<file path="src/inc/clk_status_params.svh">
// Offsets, field positions, reset values and band limits of the clock input status registers
`ifndef CLK_STATUS_PARAMS_SVH
`define CLK_STATUS_PARAMS_SVH

// ==========================================
// Register offsets
`define OFS_DIV_TOP 8'h2e
`define OFS_DIV_MID 8'h2f
`define OFS_DIV_LOW 8'h30
`define OFS_RATE_BAND 8'h37
`define OFS_ACTIVE 8'h80
`define OFS_LOSS 8'h81
`define OFS_ALARM 8'h82

// ==========================================
// Field positions
`define RATE_ONE_LSB 0
`define RATE_TWO_LSB 3
`define BIT_SKEW_BUSY 7
`define BIT_HOLD_VALID 6
`define READ_ZERO 8'h00

// ==========================================
// Reset values
`define RST_DIV_BYTE 8'h00
`define RST_DIV_TOP 3'h0
`define RST_RATE 3'h0

// ==========================================
// Band windows in MHz
`define BAND_MIN0 10'h00a
`define BAND_MAX0 10'h01b
`define BAND_MIN1 10'h019
`define BAND_MAX1 10'h036
`define BAND_MIN2 10'h032
`define BAND_MAX2 10'h069
`define BAND_MIN3 10'h05f
`define BAND_MAX3 10'h0d7
`define BAND_MIN4 10'h0be
`define BAND_MAX4 10'h1b3
`define BAND_MIN5 10'h177
`define BAND_MAX5 10'h2c6

`endif

</file>
<file path="src/inc/clk_status_pkg.sv">
// Types shared by the clock input status register bank
package clk_status_pkg;
   typedef logic [2:0] rate_band_t;

   typedef struct packed {
      logic [9:0] lowMhz;
      logic [9:0] highMhz;
      logic valid;
   } band_window_t;

   typedef struct packed {
      logic [7:0] divLow;
      logic [7:0] divMid;
      logic [2:0] divTop;
      rate_band_t rateOne;
      rate_band_t rateTwo;
      band_window_t bandOne;
      band_window_t bandTwo;
      logic [7:0] status;
      logic skewBusy;
      logic ackSeen;
      logic holdValid;
      logic [7:0] rdData;
      logic rdValid;
   } bank_state_t;
endpackage : clk_status_pkg

</file>
<file path="src/rtl/input_sync.sv">
// Three-stage synchroniser whose output moves once the last two stages agree
`timescale 1ns/1ps
module input_sync #(
   parameter int WIDTH = 8
) (
   input wire logic clk,
   input wire logic resetn,
   input wire logic [WIDTH-1:0] raw,
   output logic [WIDTH-1:0] stable
);
   typedef struct packed {
      logic [WIDTH-1:0] s1;
      logic [WIDTH-1:0] s2;
      logic [WIDTH-1:0] s3;
      logic [WIDTH-1:0] out;
   } sync_state_t;

   sync_state_t st;
   sync_state_t next_st;

   // Stage one feeds stage two only; disagreement between two and three holds the old value
   always_comb begin
      next_st = st;
      next_st.s1 = raw;
      next_st.s2 = st.s1;
      next_st.s3 = st.s2;
      next_st.out = (st.s2 & st.s3) | (st.out & (st.s2 ^ st.s3));
   end

   always_ff @(posedge clk) begin
      if (!resetn) begin
         st <= '0;
      end else begin
         st <= next_st;
      end
   end

   assign stable = st.out;
endmodule : input_sync

</file>
<file path="src/rtl/holdover_history.sv">
// Fill tracker for the holdover frequency history
`timescale 1ns/1ps
module holdover_history #(
   parameter int DEPTH = 256
) (
   input wire logic clk,
   input wire logic resetn,
   input wire logic sample,
   input wire logic restart,
   output logic filled
);
   typedef struct packed {
      logic [$clog2(DEPTH+1)-1:0] count;
      logic full;
   } hist_state_t;

   hist_state_t st;
   hist_state_t next_st;

   // A lost reference spoils the history, so filling starts over
   always_comb begin
      next_st = st;
      if (restart) begin
         next_st = '0;
      end else if (sample && !st.full) begin
         next_st.count = st.count + 1'b1;
         next_st.full = (st.count == ($clog2(DEPTH+1))'(DEPTH - 1));
      end
   end

   always_ff @(posedge clk) begin
      if (!resetn) begin
         st <= '0;
      end else begin
         st <= next_st;
      end
   end

   assign filled = st.full;
endmodule : holdover_history

</file>
<file path="src/rtl/clock_input_status_registers.sv">
// Register bank and live status reporting for the clock inputs, reference and PLL
`timescale 1ns/1ps
`include "clk_status_params.svh"
module clock_input_status_registers #(
   parameter int HISTORY_DEPTH = 256
) (
   input wire logic clk,
   input wire logic resetn,
   input wire logic regWrite,
   input wire logic regRead,
   input wire logic [7:0] regAddr,
   input wire logic [7:0] regWrData,
   output logic [7:0] regRdData,
   output logic regRdValid,
   input wire logic inputOneSelected,
   input wire logic inputTwoSelected,
   input wire logic inputOneSignalLoss,
   input wire logic inputTwoSignalLoss,
   input wire logic referenceSignalLoss,
   input wire logic inputOneFreqOffset,
   input wire logic inputTwoFreqOffset,
   input wire logic pllUnlocked,
   input wire logic coarseSkewWrite,
   input wire logic coarseSkewAckToggle,
   input wire logic historySample,
   output logic [18:0] secondInputDivider,
   output clk_status_pkg::rate_band_t inputOneRateBand,
   output clk_status_pkg::rate_band_t inputTwoRateBand,
   output clk_status_pkg::band_window_t inputOneWindow,
   output clk_status_pkg::band_window_t inputTwoWindow,
   output logic inputOneActive,
   output logic inputTwoActive,
   output logic coarseSkewBusy,
   output logic holdoverHistoryValid
);
   import clk_status_pkg::*;

   // ==========================================
   // Helper functions
   function automatic band_window_t bandWindow(input rate_band_t code);
      band_window_t w;
      w = '0;
      w.valid = 1'b1;
      case (code)
         3'h0: begin
            w.lowMhz = `BAND_MIN0;
            w.highMhz = `BAND_MAX0;
         end
         3'h1: begin
            w.lowMhz = `BAND_MIN1;
            w.highMhz = `BAND_MAX1;
         end
         3'h2: begin
            w.lowMhz = `BAND_MIN2;
            w.highMhz = `BAND_MAX2;
         end
         3'h3: begin
            w.lowMhz = `BAND_MIN3;
            w.highMhz = `BAND_MAX3;
         end
         3'h4: begin
            w.lowMhz = `BAND_MIN4;
            w.highMhz = `BAND_MAX4;
         end
         3'h5: begin
            w.lowMhz = `BAND_MIN5;
            w.highMhz = `BAND_MAX5;
         end
         // Reserved codes give no window, so the monitor is told to stand idle
         default: begin
            w = '0;
         end
      endcase
      return w;
   endfunction : bandWindow

   function automatic logic hits(input logic [7:0] addr, input logic [7:0] ofs);
      return addr == ofs;
   endfunction : hits

   // An input counts as the PLL reference only while chosen and not lost
   function automatic logic activeFrom(input logic sel, input logic loss);
      return sel && !loss;
   endfunction : activeFrom

   // ==========================================
   // Synchronised live conditions
   logic [8:0] rawLive;
   logic [8:0] live;
   logic selOne;
   logic selTwo;
   logic lossOne;
   logic lossTwo;
   logic lossRef;
   logic fosOne;
   logic fosTwo;
   logic unlocked;
   logic skewAck;
   logic histFilled;
   logic actOne;
   logic actTwo;

   assign rawLive = {coarseSkewAckToggle, inputTwoSelected, inputOneSelected, inputTwoSignalLoss,
                     inputOneSignalLoss, referenceSignalLoss, inputTwoFreqOffset, inputOneFreqOffset,
                     pllUnlocked};

   // Every live condition comes from outside this clock, so all share one synchroniser
   input_sync #(
      .WIDTH(9)
   ) liveSync (
      .clk(clk),
      .resetn(resetn),
      .raw(rawLive),
      .stable(live)
   );

   assign {skewAck, selTwo, selOne, lossTwo, lossOne, lossRef, fosTwo, fosOne, unlocked} = live;
   assign actOne = activeFrom(selOne, lossOne);
   assign actTwo = activeFrom(selTwo, lossTwo);

   // History is meaningless once no input drives the PLL
   holdover_history #(
      .DEPTH(HISTORY_DEPTH)
   ) history (
      .clk(clk),
      .resetn(resetn),
      .sample(historySample),
      .restart(!actOne && !actTwo),
      .filled(histFilled)
   );

   // ==========================================
   // Bank state
   bank_state_t st;
   bank_state_t next_st;

   always_comb begin
      next_st = st;
      next_st.rdValid = 1'b0;
      // Writes to the read-only offsets fall through untouched
      if (regWrite) begin
         if (hits(regAddr, `OFS_DIV_LOW)) begin
            next_st.divLow = regWrData;
         end
         if (hits(regAddr, `OFS_DIV_MID)) begin
            next_st.divMid = regWrData;
         end
         if (hits(regAddr, `OFS_DIV_TOP)) begin
            next_st.divTop = regWrData[2:0];
         end
         if (hits(regAddr, `OFS_RATE_BAND)) begin
            next_st.rateOne = regWrData[`RATE_ONE_LSB +: 3];
            next_st.rateTwo = regWrData[`RATE_TWO_LSB +: 3];
         end
      end
      // Window follows the band code on the same edge, so after a write the monitor never sees a stale pair
      next_st.bandOne = bandWindow(next_st.rateOne);
      next_st.bandTwo = bandWindow(next_st.rateTwo);
      // Bit order: 7-6 zero, 5 act2, 4 act1, 3 los2, 2 los1, 1 losRef, 0 spare
      next_st.status = {1'b0, 1'b0, actTwo, actOne, lossTwo, lossOne, lossRef, 1'b0};
      next_st.holdValid = histFilled;
      // Acknowledge toggle marks the engine finishing; a new write in the same cycle keeps busy set
      next_st.ackSeen = skewAck;
      if (coarseSkewWrite) begin
         next_st.skewBusy = 1'b1;
      end else if (skewAck != st.ackSeen) begin
         next_st.skewBusy = 1'b0;
      end
      // Reads see the contents from before any write in the same cycle
      if (regRead) begin
         next_st.rdValid = 1'b1;
         next_st.rdData = `READ_ZERO;
         if (hits(regAddr, `OFS_DIV_LOW)) begin
            next_st.rdData = st.divLow;
         end else if (hits(regAddr, `OFS_DIV_MID)) begin
            next_st.rdData = st.divMid;
         end else if (hits(regAddr, `OFS_DIV_TOP)) begin
            next_st.rdData = {5'h00, st.divTop};
         end else if (hits(regAddr, `OFS_RATE_BAND)) begin
            next_st.rdData = {2'h0, st.rateTwo, st.rateOne};
         end else if (hits(regAddr, `OFS_ACTIVE)) begin
            next_st.rdData = {6'h00, st.status[5], st.status[4]};
         end else if (hits(regAddr, `OFS_LOSS)) begin
            next_st.rdData = {5'h00, st.status[3:1]};
         end else if (hits(regAddr, `OFS_ALARM)) begin
            next_st.rdData = {st.skewBusy, st.holdValid, 3'h0, fosTwo, fosOne, unlocked};
         end
      end
   end

   // Offset and unlock alarm bits are sampled directly from the synchroniser at read time, so they are not latched; busy and hold valid are state flops
   always_ff @(posedge clk) begin
      if (!resetn) begin
         st.divLow <= `RST_DIV_BYTE;
         st.divMid <= `RST_DIV_BYTE;
         st.divTop <= `RST_DIV_TOP;
         st.rateOne <= `RST_RATE;
         st.rateTwo <= `RST_RATE;
         // Windows stay cleared for one edge after reset, until the band code is decoded
         st.bandOne <= '0;
         st.bandTwo <= '0;
         st.status <= '0;
         st.skewBusy <= 1'b0;
         st.ackSeen <= 1'b0;
         st.holdValid <= 1'b0;
         st.rdData <= `READ_ZERO;
         st.rdValid <= 1'b0;
      end else begin
         st <= next_st;
      end
   end

   // ==========================================
   // Outputs, all straight from the state flops
   assign regRdData = st.rdData;
   assign regRdValid = st.rdValid;
   assign secondInputDivider = {st.divTop, st.divMid, st.divLow};
   assign inputOneRateBand = st.rateOne;
   assign inputTwoRateBand = st.rateTwo;
   assign inputOneWindow = st.bandOne;
   assign inputTwoWindow = st.bandTwo;
   assign inputOneActive = st.status[4];
   assign inputTwoActive = st.status[5];
   assign coarseSkewBusy = st.skewBusy;
   assign holdoverHistoryValid = st.holdValid;
endmodule : clock_input_status_registers

</file>
<file path="config.mk">
export PLATFORM = sky130hd
export DESIGN_NAME = clock_input_status_registers
export DESIGN_NICKNAME = d
export VERILOG_FILES = /design/src/inc/clk_status_pkg.sv /design/src/rtl/input_sync.sv /design/src/rtl/holdover_history.sv /design/src/rtl/clock_input_status_registers.sv
export VERILOG_INCLUDE_DIRS = /design/src /design/src/inc
export SDC_FILE = /design/constraint.sdc
export NUM_CORES = 1
export LEC_CHECK = 0
export BUFFER_PORTS_ARGS = -buffer_cell sky130_fd_sc_hd__buf_2
export CAP_MARGIN = 15
export CORE_MARGIN = 2
export CORE_UTILIZATION = 28
export CTS_CLUSTER_DIAMETER = 30
export CTS_CLUSTER_SIZE = 25
export DETAILED_ROUTE_END_ITERATION = 10
export PLACE_DENSITY = 0.44
export SKIP_LAST_GASP = 1
export SYNTH_ARGS = -nofsm -noshare
export SYNTH_HDL_FRONTEND = slang
export SYNTH_SLANG_ARGS = --single-unit
export TNS_END_PERCENT = 100
</file>
<file path="constraint.sdc">
create_clock -name clk -period 2.2 [get_ports clk]
set_clock_uncertainty 0.2 [all_clocks]
set_input_delay 0.22 -clock clk [delete_from_list [all_inputs] [get_ports clk]]
set_output_delay 0.22 -clock clk [all_outputs]
set_load 0.005 [all_outputs]
</file>
==> out/results.txt <==
CP Buf/Inv Count -> 2
Critical path class -> input pin to flop
Site Rows -> 50
DRT antenna net count -> 0
Drt pass-1 iters -> 6
Initial core utilization -> 28.3%
Num ports -> 111
RSZ-0062 raised after global routing -> no
Syn Area/Cell -> 9.39 um^2
HP Start -> resetn
Area growth syn-to-layout -> 20.0%
Power Density -> 790 nW/um^2
Layout cells sized above 1 -> 25.5%
Crit. End Element -> flop
FFs w/ async S/R, synth -> 0%
Number of max-cap violations -> 0
CTS root buf -> clkbuf_16
Largest net degree at the start of global routing -> 50
Worst slew margin -> 62.1%
Status -> completed
Main synth FF type -> dfxtp_1
Grt ovf -> 0
Worst Setup SP -> regWrData[4]
CP delay by family, top -> buffers and inverters
Final-report hold violation count -> 0
Synth Register Bits -> 118
First-pass GRT wire length -> 19700 um
CORE AREA -> 18600 um^2
Wire per inst -> 14.3 um
Number of fill cells in the layout -> 1970
Mapped Area -> 5260 um^2
PortBufs -> 108
Worst slew pin tran -> 563 ps
Dpl hpwl -> 9240 um
Clk sinks -> 118
Mean number of vias per cell -> 4.42
Die W -> 141 um
Final slew viol count -> 0
Initial antenna violation count -> 5
Peak supply drop -> 0.569 mV
Final Wtd Congestion -> 0.802
Setup violators final -> 0
Setup TNS -> 0 ps
Clock Pin Slew Worst Setup and Hold Paths -> 50 ps
Synth cell types -> 56
Worst reg2reg startpoint -> history.filled$_SDFFE_PP0P_
Inserted Clock Buffers -> 17
Clock tree buffer depth -> 2
Max Fclk -> 573 MHz
Crit path max fanout -> 5
Worst Path Required -> 2280 ps
Placed Area -> 5560 um^2
Final nets -> 668
Clock latency on the worst-skew pair -> 410 ps
CTS tree -> yes
Cells after synthesis -> 560
Crit share post-route -> 79.3%
CP max-delay cell -> dlygate4sd3_1
Drt total wl -> 12500 um
DIE HEIGHT -> 141 um
Post-CTS setup buffers -> 0
Drc violations -> 0
CP Cell Sequence -> dlygate4sd3_1 > buf_2 > nor2b_1 > or2_2 > nor3b_1 > a221oi_1 > nor2b_1
Tot GR Track Use -> 13.1%
Most frequent cell on the critical path -> nor2b_1
Number of global-route vias before repair -> 3658
Pleak -> 2.81 nW
Final hold slack -> 41.9 ps
Yosys synthesis warning count -> 0
CP max stage delay -> 540 ps
DR vias -> 3872
Worst Path Arrival -> 1830 ps
Design Area, Final -> 6310 um^2
Die Area -> 19900 um^2
Final min period -> 1750 ps
Crit start category -> input pin
Post-synth EDFFs -> 0
Htree depth -> 4
Initial DRC Count -> 176
Post-synthesis sequential area ratio -> 44.9%
Final core utilization -> 34.0%
Min-Delay Path Class -> input pin to flop
[kinds of logic after synthesis]
kind of cell / after synthesis / share of synthesized area (%)
other: 1 / 0.0713
and+or+nand+nor: 203 / 21.6
buffers and inverters: 105 / 13.2
DFF: 118 / 44.9
AOI/OAI and AO/OA: 95 / 12.2
adders and majority gates: 11 / 2.62
xor gates and xnor gates: 7 / 1.17
muxes: 20 / 4.16
[flip-flops by register name (all words and copies together), names as in the netlist, 3 cells and up]
signal / count
liveSync.next_st: 18
history.st: 9
inputOneRateBand: 3
st: 4
inputOneWindow: 15
regRdData: 8
liveSync.st: 9
inputTwoRateBand: 3
inputTwoWindow: 15
liveSync.stable: 9
secondInputDivider: 19
[metrics by stage]
stage | power (mW) | worst slack (ps) | instances
final | 4.98 | 454 | 876
after global routing | 5.20 | 336 | 876
after detailed placement | 2.46 | 162 | 821
after floorplan | 2.38 | 307 | 561
after global placement | 2.46 | 180 | 821
after CTS | 5.07 | 452 | 873
[path summary, 6_finish.rpt]
kind	to	slack [ps]	cells after the start
hold reg to reg	liveSync.next_st[10]$_SDFF_PN0_	230	1
setup / recovery	inputTwoWindow[6]$_SDFF_PN0_	450	7
hold / removal	secondInputDivider[18]$_SDFFE_PN0P_	40	2
setup reg to reg	history.st[8]$_SDFFE_PP0P_	640	4
[metal layers]
layer / track usage, % / up-vias / share of wire [%]
met5: 0 / - / 0.056
met4: 5.79 / 2 / 2.0
met3: 5.10 / 18 / 6.4
met2: 18.8 / 105 / 43
met1: 17.3 / 1789 / 49
li1: - / 1958 / -
[power by group]
group          leakage [nW]  switching, mW  internal [mW]  total [mW]
clock                 0.269          0.947           1.59        2.54
combinational          1.58          0.131          0.122       0.253
sequential            0.961         0.0131           2.18        2.19
[cell type report]
type                       count  area (um^2)  share of cell area [%]
tap                          234          293                    4.64
antenna                        3         7.51                   0.119
clock inverter                10         80.1                    1.27
multi-input combinational    338         2200                    34.9
clock buffer                  22          464                    7.36
sequential                   118         2360                    37.4
inverter                       7         26.3                   0.416
timing repair buffer         144          873                    13.8
[cell usage after synthesis, types with 13 or more instances]
cell type / number / share of area (%)
nor2_1: 26 / 1.9
a21oi_1: 19 / 1.8
mux2i_1: 16 / 3.0
nand2b_1: 13 / 1.5
nand2_1: 39 / 2.8
buf_4: 75 / 11
a21boi_0: 27 / 3.9
o21ai_0: 17 / 1.6
nor2b_1: 31 / 3.7
and2_1: 37 / 4.4
clkbuf_1: 18 / 1.3
nand3_1: 21 / 2.0
dfxtp_1: 118 / 45
[placed cells by master, fill, tap and decap left out, drive strengths merged, types with 3 or more instances in the layout]
cell | netlist | final
a211oi | 3 | 3
a21boi | 28 | 28
a21oi | 19 | 19
a22oi | 3 | 3
and2 | 37 | 37
and3 | 5 | 5
and3b | 3 | 3
buf | 80 | 124
clkbuf | 18 | 22
clkinv | 0 | 7
dfxtp | 118 | 118
diode | 0 | 3
dlygate4sd3 | 0 | 20
ha | 11 | 11
inv | 7 | 7
mux2i | 18 | 18
nand2 | 39 | 39
nand2b | 13 | 13
nand3 | 21 | 21
nand3b | 3 | 3
nand4 | 4 | 4
nor2 | 26 | 26
nor2b | 31 | 31
nor3 | 6 | 6
nor3b | 3 | 3
o2111ai | 3 | 3
o21a | 4 | 4
o21ai | 17 | 17
o2bb2ai | 6 | 6
xnor2 | 3 | 3
xor2 | 4 | 4
[what timing repair did]
item                       4_1_cts  5_1_grt
hold buffers                    20        0
setup endpoints to repair        0        0
hold endpoints to repair        31        0
resized for setup                0        0
No activity file was read; power rests on OpenSTA's default activity.
